==> src/rtl/amp_consts.svh <==
/*
 holds the constants of the amplifier control block: times, register map,
 strap codes, gain factors and switching timing.
 assumes a 10 MHz system clock; included by its bare name.
*/
`ifndef AMP_CONSTS_SVH
`define AMP_CONSTS_SVH

// ----------------------------------------
// time base
// ----------------------------------------
`define CLK_HZ 10000000
`define ON_TIME_MS 1
`define RAMP_UP_MS 13
`define RAMP_DN_MS 14
`define RETRY_MS 27
`define CLK_LOSS_US 200
`define WIDE_RATE_HZ 50000

// ----------------------------------------
// register map and fields
// ----------------------------------------
`define REG_CTRL 8'h00
`define REG_STATUS 8'h04
`define REG_GAIN 8'h08
`define REG_RATE 8'h0C
`define CTRL_RAMP_BIT 0

// ----------------------------------------
// strap levels, gain factors, filters
// ----------------------------------------
`define STRAP_GND 3'h0
`define STRAP_GND_RES 3'h1
`define STRAP_OPEN 3'h2
`define STRAP_VDD_RES 3'h3
`define STRAP_VDD 3'h4
`define FS_21P5 9'h100
`define FS_18P5 9'h0B5
`define FS_15P5 9'h080
`define FS_12P5 9'h05B
`define FS_9P5 9'h040
`define LEVEL_MAX 8'hFF
`define DC_SHIFT 8
`define LP_SHIFT_NARROW 2
`define LP_SHIFT_WIDE 1

// ----------------------------------------
// switching period in clock cycles
// ----------------------------------------
`define SWITCHING_CENTRE_PER 6'h20
`define SPREAD_DEVIATION 6'h08

`endif

==> src/rtl/amp_pkg.sv <==
/*
 types of the amplifier control block: states, gain codes, state structs.
 assumes nothing beyond a SystemVerilog compiler.
*/
package amp_pkg;
    typedef enum logic [2:0] {ST_OFF, ST_WAKE, ST_PLAY, ST_RAMPDN, ST_FAULT} state_e;
    typedef enum logic [2:0] {DBV_21P5, DBV_18P5, DBV_15P5, DBV_12P5, DBV_9P5} gain_e;

    typedef struct packed {
        logic bclkS1, bclkS2, bclkS3, lrS1, lrS2, lrS3, enS1, enS2;
        logic pvS1, pvS2, vdS1, vdS2, ilS1, ilS2;
        logic [2:0] strapS1, strapS2;
        logic [11:0] bclkTmo, lrTmo, lrCnt, ratePeriod;
        logic clkOk, wideband;
        state_e st;
        logic [18:0] timer;
        logic [15:0] stepCnt;
        logic [7:0] level;
        gain_e gainCode;
        logic [8:0] fullScale;
        logic [2:0] slotSel;
        logic signed [23:0] xPrev, dcY, lpY, audio;
        logic [7:0] duty;
        logic outEn, rampVariant, wbAck;
        logic [31:0] wbDat;
    } ctl_s;

    typedef struct packed {
        logic [7:0] lfsr;
        logic [5:0] cnt, period;
        logic [7:0] dutyLat;
        logic p, n;
    } pwm_s;
endpackage

==> src/rtl/amp_gain_ramp_fault_control.sv <==
/*
 holds the digital control of the class-d output: strap gain decode, dc
 blocker, rate-steered lowpass, volume ramps, clock and supply abort,
 current-limit retry, hi-z shutdown and spread switching.
 assumes a 10 MHz sys_clk, a classic wishbone master, and upstream
 deserializer logic on sys_clk for sampleIn, sampleValid and tdmMode.
*/
`include "amp_consts.svh"

module amp_gain_ramp_fault_control #(
    parameter int ON_CYC = `ON_TIME_MS * (`CLK_HZ / 1000),
    parameter int RAMP_UP_CYC = `RAMP_UP_MS * (`CLK_HZ / 1000),
    parameter int RAMP_DN_CYC = `RAMP_DN_MS * (`CLK_HZ / 1000),
    parameter int RETRY_CYC = `RETRY_MS * (`CLK_HZ / 1000)
) (
    input wire logic sys_clk, // system clock
    input wire logic nrst, // async reset, active low
    input wire logic bclk, // bit clock pin
    input wire logic lrclk, // frame clock pin
    input wire logic enPin, // enable pin, high = on
    input wire logic pvddLowLockout, // power supply below lockout
    input wire logic vddLowLockout, // logic supply below lockout
    input wire logic outputCurrentLimit, // current limit comparator
    input wire logic [2:0] strapLevel, // strap level comparator code
    input wire logic tdmMode, // frame format is tdm
    input wire logic [23:0] sampleIn, // selected channel sample
    input wire logic sampleValid, // sampleIn strobe
    input wire logic wb_cyc_i, // wishbone cycle
    input wire logic wb_stb_i, // wishbone strobe
    input wire logic wb_we_i, // wishbone write
    input wire logic [7:0] wb_adr_i, // wishbone byte address
    input wire logic [3:0] wb_sel_i, // wishbone byte lanes
    input wire logic [31:0] wb_dat_i, // wishbone write data
    output logic [31:0] wb_dat_o, // wishbone read data
    output logic wb_ack_o, // wishbone ack
    output logic spkP, // speaker plus level
    output logic spkPOe, // speaker plus drive enable
    output logic spkN, // speaker minus level
    output logic spkNOe, // speaker minus drive enable
    output logic wideband, // wideband filters chosen
    output logic [2:0] slotSel, // tdm slot from strap
    output logic [2:0] gainLevel // decoded full-scale code
);
    localparam int LOSS_CYC = `CLK_LOSS_US * (`CLK_HZ / 1000000);
    localparam int WIDE_CYC = `CLK_HZ / `WIDE_RATE_HZ;
    localparam int UP_STEP = (RAMP_UP_CYC / 255 > 1) ? RAMP_UP_CYC / 255 : 1;
    localparam int DN_STEP = (RAMP_DN_CYC / 255 > 1) ? RAMP_DN_CYC / 255 : 1;
    localparam logic [18:0] ON_LAST = 19'(ON_CYC - 1);
    localparam logic [18:0] RETRY_LAST = 19'(RETRY_CYC - 1);
    localparam logic [15:0] UP_LAST = 16'(UP_STEP - 1);
    localparam logic [15:0] DN_LAST = 16'(DN_STEP - 1);
    localparam logic [11:0] LOSS12 = 12'(LOSS_CYC);
    localparam logic [11:0] WIDE12 = 12'(WIDE_CYC);

    amp_pkg::ctl_s r, next_r;
    logic bclkEdge, lrEdge, lrRise, supOk, abort;
    logic signed [23:0] dcNew, lpNew, scaled1;
    logic signed [33:0] prodA;
    logic signed [32:0] prodB;
    amp_pkg::gain_e gNew;
    logic [8:0] fsNew;
    logic pwmP, pwmN;

    // ----------------------------------------
    // next state
    // ----------------------------------------
    always_comb begin
        next_r = r;
        dcNew = '0;
        lpNew = '0;
        prodA = '0;
        prodB = '0;
        scaled1 = '0;
        // two-flop synchronisers; edges seen on the second and third stage
        next_r.bclkS1 = bclk;
        next_r.bclkS2 = r.bclkS1;
        next_r.bclkS3 = r.bclkS2;
        next_r.lrS1 = lrclk;
        next_r.lrS2 = r.lrS1;
        next_r.lrS3 = r.lrS2;
        next_r.enS1 = enPin;
        next_r.enS2 = r.enS1;
        next_r.pvS1 = pvddLowLockout;
        next_r.pvS2 = r.pvS1;
        next_r.vdS1 = vddLowLockout;
        next_r.vdS2 = r.vdS1;
        next_r.ilS1 = outputCurrentLimit;
        next_r.ilS2 = r.ilS1;
        next_r.strapS1 = strapLevel;
        next_r.strapS2 = r.strapS1;
        bclkEdge = r.bclkS2 ^ r.bclkS3;
        lrEdge = r.lrS2 ^ r.lrS3;
        lrRise = r.lrS2 & !r.lrS3;
        supOk = !r.pvS2 && !r.vdS2;

        // clock watchdogs, saturating so a stopped clock stays lost
        next_r.bclkTmo = bclkEdge ? 12'h000 : (r.bclkTmo == 12'hFFF ? r.bclkTmo : r.bclkTmo + 12'h001);
        next_r.lrTmo = lrEdge ? 12'h000 : (r.lrTmo == 12'hFFF ? r.lrTmo : r.lrTmo + 12'h001);
        next_r.clkOk = (r.bclkTmo < LOSS12) && (r.lrTmo < LOSS12);
        abort = !r.clkOk || !supOk;

        // frame period measurement picks the filter set
        next_r.lrCnt = lrRise ? 12'h001 : (r.lrCnt == 12'hFFF ? r.lrCnt : r.lrCnt + 12'h001);
        // the count is zero only in the first cycle after reset, so the partial frame from reset is still taken as a period
        if (lrRise && r.lrCnt != 12'h000) begin
            next_r.ratePeriod = r.lrCnt;
        end
        if (!r.clkOk) begin
            next_r.ratePeriod = 12'h000;
        end
        next_r.wideband = (r.ratePeriod != 12'h000) && (r.ratePeriod < WIDE12);

        // strap decode; read continuously, so a change mid-play clicks
        case (r.strapS2)
            `STRAP_GND: gNew = amp_pkg::DBV_21P5;
            `STRAP_OPEN: gNew = amp_pkg::DBV_18P5;
            `STRAP_VDD: gNew = amp_pkg::DBV_15P5;
            `STRAP_VDD_RES: gNew = amp_pkg::DBV_12P5;
            `STRAP_GND_RES: gNew = amp_pkg::DBV_9P5;
            default: gNew = amp_pkg::DBV_18P5;
        endcase
        if (r.wideband && gNew != amp_pkg::DBV_21P5) begin
            gNew = amp_pkg::DBV_18P5;
        end
        if (tdmMode) begin
            gNew = amp_pkg::DBV_21P5;
        end
        next_r.gainCode = gNew;
        next_r.slotSel = tdmMode ? r.strapS2 : 3'h0;
        case (r.gainCode)
            amp_pkg::DBV_21P5: fsNew = `FS_21P5;
            amp_pkg::DBV_18P5: fsNew = `FS_18P5;
            amp_pkg::DBV_15P5: fsNew = `FS_15P5;
            amp_pkg::DBV_12P5: fsNew = `FS_12P5;
            amp_pkg::DBV_9P5: fsNew = `FS_9P5;
            default: fsNew = `FS_18P5;
        endcase
        next_r.fullScale = fsNew;

        // sample path: dc blocker, rate-steered lowpass, gain and ramp
        if (sampleValid) begin
            dcNew = $signed(sampleIn) - r.xPrev + r.dcY - (r.dcY >>> `DC_SHIFT);
            next_r.xPrev = $signed(sampleIn);
            next_r.dcY = dcNew;
            if (r.wideband) begin
                lpNew = r.lpY + ((dcNew - r.lpY) >>> `LP_SHIFT_WIDE);
            end else begin
                lpNew = r.lpY + ((dcNew - r.lpY) >>> `LP_SHIFT_NARROW);
            end
            next_r.lpY = lpNew;
            prodA = r.lpY * $signed({1'b0, r.fullScale});
            scaled1 = prodA[31:8];
            prodB = scaled1 * $signed({1'b0, r.level});
            next_r.audio = prodB[31:8];
        end
        next_r.duty = r.audio[23:16] ^ 8'h80;

        // power sequencing; every interval counted on sys_clk
        next_r.timer = r.timer + 19'h00001;
        next_r.stepCnt = r.stepCnt + 16'h0001;
        if (abort) begin
            next_r.st = amp_pkg::ST_OFF;
            next_r.level = 8'h00;
            next_r.outEn = 1'b0;
        end else begin
            case (r.st)
                amp_pkg::ST_OFF: begin
                    next_r.outEn = 1'b0;
                    next_r.level = 8'h00;
                    if (r.enS2) begin
                        next_r.st = amp_pkg::ST_WAKE;
                        next_r.timer = 19'h00000;
                        next_r.stepCnt = 16'h0000;
                        next_r.outEn = 1'b1;
                    end
                end
                amp_pkg::ST_WAKE: begin
                    if (!r.enS2) begin
                        next_r.st = r.rampVariant ? amp_pkg::ST_RAMPDN : amp_pkg::ST_OFF;
                        next_r.outEn = r.rampVariant;
                        next_r.stepCnt = 16'h0000;
                    end else if (!r.rampVariant) begin
                        if (r.timer == ON_LAST) begin
                            next_r.st = amp_pkg::ST_PLAY;
                            next_r.level = `LEVEL_MAX;
                        end
                    end else if (r.stepCnt == UP_LAST) begin
                        next_r.stepCnt = 16'h0000;
                        next_r.level = r.level + 8'h01;
                        if (r.level == `LEVEL_MAX - 8'h01) begin
                            next_r.st = amp_pkg::ST_PLAY;
                        end
                    end
                end
                amp_pkg::ST_PLAY: begin
                    if (r.ilS2) begin
                        next_r.st = amp_pkg::ST_FAULT;
                        next_r.timer = 19'h00000;
                        next_r.outEn = 1'b0;
                    end else if (!r.enS2) begin
                        next_r.st = r.rampVariant ? amp_pkg::ST_RAMPDN : amp_pkg::ST_OFF;
                        next_r.outEn = r.rampVariant;
                        next_r.stepCnt = 16'h0000;
                    end
                end
                amp_pkg::ST_RAMPDN: begin
                    if (r.ilS2) begin
                        next_r.st = amp_pkg::ST_FAULT;
                        next_r.timer = 19'h00000;
                        next_r.outEn = 1'b0;
                    end else if (r.level == 8'h00) begin
                        next_r.st = amp_pkg::ST_OFF;
                        next_r.outEn = 1'b0;
                    end else if (r.stepCnt == DN_LAST) begin
                        next_r.stepCnt = 16'h0000;
                        next_r.level = r.level - 8'h01;
                    end
                end
                amp_pkg::ST_FAULT: begin
                    next_r.outEn = 1'b0;
                    if (r.timer == RETRY_LAST) begin
                        // re-enable; a standing fault re-enters next cycle
                        next_r.st = r.enS2 ? amp_pkg::ST_PLAY : amp_pkg::ST_OFF;
                        next_r.outEn = r.enS2;
                    end
                end
                default: begin
                    next_r.st = amp_pkg::ST_OFF;
                    next_r.outEn = 1'b0;
                end
            endcase
        end

        // wishbone slave: ack one cycle after strobe, write lands with ack
        next_r.wbAck = wb_cyc_i && wb_stb_i && !r.wbAck;
        if (wb_cyc_i && wb_stb_i && !r.wbAck) begin
            case (wb_adr_i)
                `REG_CTRL: next_r.wbDat = {31'h0, r.rampVariant};
                `REG_STATUS: next_r.wbDat = {16'h0, r.level, 1'b0, r.outEn, r.wideband, supOk, r.clkOk, r.st};
                `REG_GAIN: next_r.wbDat = {19'h0, r.fullScale, 1'b0, r.gainCode};
                `REG_RATE: next_r.wbDat = {20'h0, r.ratePeriod};
                default: next_r.wbDat = 32'h0;
            endcase
        end
        if (wb_cyc_i && wb_stb_i && r.wbAck && wb_we_i && wb_sel_i[0] && wb_adr_i == `REG_CTRL) begin
            next_r.rampVariant = wb_dat_i[`CTRL_RAMP_BIT];
        end
    end

    // state register
    always_ff @(posedge sys_clk or negedge nrst) begin
        if (!nrst) begin
            r <= '0;
        end else begin
            r <= next_r;
        end
    end

    // ----------------------------------------
    // switching stage
    // ----------------------------------------
    spread_pwm u_pwm (
        .sys_clk(sys_clk),
        .nrst(nrst),
        .duty(r.duty),
        .pwmP(pwmP),
        .pwmN(pwmN),
        .cycleStart()
    );

    // both enables from one flop, so the pair floats in the same cycle
    assign spkP = pwmP;
    assign spkN = pwmN;
    assign spkPOe = r.outEn;
    assign spkNOe = r.outEn;
    assign wb_ack_o = r.wbAck;
    assign wb_dat_o = r.wbDat;
    assign wideband = r.wideband;
    assign slotSel = r.slotSel;
    assign gainLevel = r.gainCode;
endmodule

==> src/rtl/spread_pwm.sv <==
/*
 holds the switching modulator: a complementary pwm pair whose period is
 re-drawn at random around the centre on every switching cycle.
 assumes duty comes from flip-flops on the same clock.
*/
`include "amp_consts.svh"

module spread_pwm (
    input wire logic sys_clk, // system clock
    input wire logic nrst, // async reset, active low
    input wire logic [7:0] duty, // offset-binary duty
    output logic pwmP, // positive phase
    output logic pwmN, // negative phase
    output logic cycleStart // first cycle of a period
);
    amp_pkg::pwm_s r, next_r;
    logic [13:0] prod;
    logic [5:0] thr;

    // ----------------------------------------
    // next state
    // ----------------------------------------
    always_comb begin
        next_r = r;
        prod = r.dutyLat * r.period;
        thr = prod[13:8];
        next_r.cnt = r.cnt + 6'h01;
        if (r.cnt + 6'h01 >= r.period) begin
            // xnor taps: the all-zero reset state is legal
            next_r.cnt = 6'h00;
            next_r.lfsr = {r.lfsr[6:0], ~(r.lfsr[7] ^ r.lfsr[5] ^ r.lfsr[4] ^ r.lfsr[3])};
            next_r.period = `SWITCHING_CENTRE_PER - `SPREAD_DEVIATION + {2'h0, r.lfsr[3:0]};
            next_r.dutyLat = duty; // latched per period, no mid-cycle glitch
        end
        next_r.p = r.cnt < thr;
        next_r.n = !(r.cnt < thr);
    end

    // state register
    always_ff @(posedge sys_clk or negedge nrst) begin
        if (!nrst) begin
            r <= '0;
        end else begin
            r <= next_r;
        end
    end

    assign pwmP = r.p;
    assign pwmN = r.n;
    assign cycleStart = (r.cnt == 6'h00);
endmodule

==> config.mk <==
export PLATFORM = sky130hd
export DESIGN_NAME = amp_gain_ramp_fault_control
export DESIGN_NICKNAME = d
export VERILOG_FILES = /design/src/rtl/amp_pkg.sv /design/src/rtl/amp_gain_ramp_fault_control.sv /design/src/rtl/spread_pwm.sv
export VERILOG_INCLUDE_DIRS = /design/src /design/src/rtl
export SDC_FILE = /design/constraint.sdc
export NUM_CORES = 2
export LEC_CHECK = 0
export BUFFER_PORTS_ARGS = -buffer_cell sky130_fd_sc_hd__buf_2
export CORE_MARGIN = 3
export CORE_UTILIZATION = 65
export DETAILED_ROUTE_END_ITERATION = 10
export GPL_TIMING_DRIVEN = 0
export HOLD_SLACK_MARGIN = 0.15
export PLACE_DENSITY = 0.83
export RECOVER_POWER = 100
export SLEW_MARGIN = 20
export SYNTH_ARGS = -nofsm -noshare
export SYNTH_HDL_FRONTEND = slang
export SYNTH_SLANG_ARGS = --single-unit
==> constraint.sdc <==
create_clock -name sys_clk -period 32.4 [get_ports sys_clk]
set_input_delay 3.24 -clock sys_clk [delete_from_list [all_inputs] [get_ports sys_clk]]
set_output_delay 3.24 -clock sys_clk [all_outputs]
set_load 0.005 [all_outputs]
==> results.md <==
* Crit path kind: reg -> reg
* Routed WL at between 70000 and 80000 um
* DIE AREA at 0.04864 sq mm
* PortBufs at 76
* Data arrival, critical path at ~14000 ps
* Synth-to-layout area growth at 7.131%
* CTS clk-pin slew, worst paths at 60 ps
* Vias at ~23000
* Mean Syn Cell Area at a little over 9 sq um
* Slowest-stage cell, CP: a2111oi_0
* Layout Cells excl Fill at roughly 4000
* # hold bufs at CTS at 0
* Worst-path maximum fanout at 10
* Antenna violations before repair at 0
* Top post-synthesis cells by area: fa_1, dfrtp_1, ha_1
* Synth warn at 0
* Asr flop ratio synth at 100.0%
* Synth top area share at around 25%
* Clk buf depth at 3
* Hold Path Class: reg -> reg
* Post-DP Area at 0.03116 sq mm
* Dpl hpwl at roughly 57000 um
* Final setup violation count at 0
* Wire per inst at ~18 um
* Clock root buffer master: clkbuf_16
* # IOs at approximately 130
* Final ANT Viol Nets at 0
* Dominant cell type by area after synthesis: fa_1
* Min Tclk post-route at roughly 13000 ps
* PostCTS Resize Cnt at 0
* Post-CTS Setup Bufs at 0
* Ys flop type: dfrtp_1
* Max Cap Viol at 4
* Die X-Extent at roughly 220 um
* GRT Total Usage at slightly above 30%
* Row count at 77
* Worst slew margin at -243.6%
* CP most frequent cell: fa_1
* Fillers at 3271
* H-tree depth at 1
* Crit path largest cell delay at 1060 ps
* Worst-Margin Slew at about 5200 ps
* Placer congestion estimate at approximately 0.9
* Clk_lat worst skew at between 500 and 600 ps
* Mapped Cells at between 3000 and 4000
* Router iterations before antenna repair at 8
* Count of cell types in the netlist at roughly 90
* Design area at 0.03205 sq mm
* Fraction of layout cells with a size suffix above 1 at under 10%
* Post-DR vias/cell at 5.731
* Failing checks: max-capacitance violations, max-slew violations
* Tcrit/Tclk final at around two fifths
* Total grt overflow at 0
* Max Slew Vio Count at between 200 and 300
* Hold Fails Final Rpt at 0
* Largest net degree at the start of global routing at between 100 and 150
* Setup_tns at 0 ps
* Core area at ~0.045 sq mm
* Status: finished, violations left
* CP Capture Type: register
* Placed cells at approximately 4000
* Initial Util at roughly two thirds
* Number of synthesized flops with an enable pin at 0
* Yosys reg bits at 260
* 1st-iter DRT viols at 1797
* Layout Skew at roughly 14 ps
* DRC violations left at 0
* Mapped Area at 0.02992 sq mm
* FMAX at 0.07647 GHz
* # clock sinks at 260
* First-pass GRT wire length at about 120000 um
* Ant diodes at 0
* Vias in the first global route at between 20000 and 25000
* Final nets at 4100
* CP required at roughly 33000 ps
* Critical path launch point type: register
* RSZ-0062 raised after global routing: no
* CTS tree: yes
* Num CTS Buffers at 29
* Sequential area share after synthesis at 21.75%
* Chip height at 220.5 um
[cells by family after synthesis]
| kind of cell | synth area share [%] |
|---|---|
| buf+inv | 8.536 |
| flops | 21.75 |
| other cells | 0.01254 |
| xor+xnor | 5.182 |
| compound gates | 10.10 |
| simple gates | 16.96 |
| mux | 1.752 |
| fa+ha+maj | 35.71 |
[layout by cell type, fill, tap and decap left out, types with 112 or more instances in the layout]
cell and n:
ha_1 245, and2_1 206, a21oi_1 115, nand2_1 377, o21ai_0 147, nor2_1 182
clkbuf_1 112, fa_1 380, inv_1 506, dfrtp_1 260
[state kept, by name (all words and copies together) (netlist names)]
name,flops
r,192
slotSel,3
spkNOe,1
wideband,1
u_pwm.pwmP,1
wb_ack_o,1
next_r,18
gainLevel,3
u_pwm.pwmN,1
wb_dat_o,16
u_pwm.r,23
[metal layers]
layer	GRT usage, %	part of all wire (%)
met5	0	0
met4	11.20	4.4
met3	3.804	5.0
met2	53.32	50
met1	38.27	40
[path summary, 6_finish.rpt]
check | from | endpoint | slack (ps) | depth (start not counted)
hold reg to reg | next_r[262] | r[262] | 350 | 0
min in group asynchronous | nrst | r[227] | 4190 | 1
max in group asynchronous | nrst | r[169] | 21700 | 2
hold / removal | next_r[262] | r[262] | 350 | 0
setup reg to reg | r[146] | next_r[41] | 19320 | 38
setup / recovery | r[146] | next_r[41] | 19320 | 38
[layout make-up]
| cell class | count | area, sq um | area share (%) |
|---|---|---|---|
| inverters | 507 | 1903 | 5.938 |
| multi-input cells | 2381 | 20850 | 65.06 |
| plain buffers | 134 | 649.4 | 2.026 |
| repair buffers | 78 | 367.9 | 1.148 |
| clock buffers | 39 | 823.3 | 2.569 |
| flip-flops and latches | 260 | 6506 | 20.30 |
| clock inverters | 15 | 207.7 | 0.6481 |
| well taps | 592 | 740.7 | 2.311 |
[critical path, delay by kind of cell, from the launching register on]
kind / cells / cell delay [ps]
buffers and inverters: 8 / 1210
XOR/XNOR: 1 / 520
adder cells (fa/ha/maj): 11 / 5080
flip-flops: 1 / 560
AO/OA/AOI/OAI: 15 / 4950
AND/OR/NAND/NOR: 3 / 580
[stage by stage]
| step | worst slack [ps] | hold WS [ps] | util, % |
|---|---|---|---|
| floorplan | 22220 | 331.2 | - |
| global placement | 20110 | 332.6 | 69.41 |
| detailed placement | 20200 | 334.7 | 69.55 |
| CTS | 20180 | 348.7 | 71.86 |
| global route | 18950 | 355.5 | 71.54 |
| finish | 19320 | 348.0 | 71.54 |
[cells in the mapped netlist (10+ instances only)]
cell / count
nor2_1: 182
and3_1: 23
nand4_1: 17
a22oi_1: 13
nand2_1: 377
inv_1: 506
o21ai_0: 145
fa_1: 380
dfrtp_1: 260
or2_2: 10
buf_4: 39
o21bai_1: 17
clkbuf_1: 86
nand3_1: 75
a21oi_1: 114
and2_1: 219
nor3_1: 42
nor2b_1: 28
nor4_1: 10
a211oi_1: 16
mux2i_1: 13
xor2_1: 66
o21a_1: 22
nand2b_1: 16
mux2_2: 33
a21o_1: 43
xnor2_1: 111
or3_1: 14
ha_1: 245
a31oi_1: 10
Power is left out: the tool's default activity adds up to more than one toggle a clock period on the data nets, which glitch-free logic cannot reach.
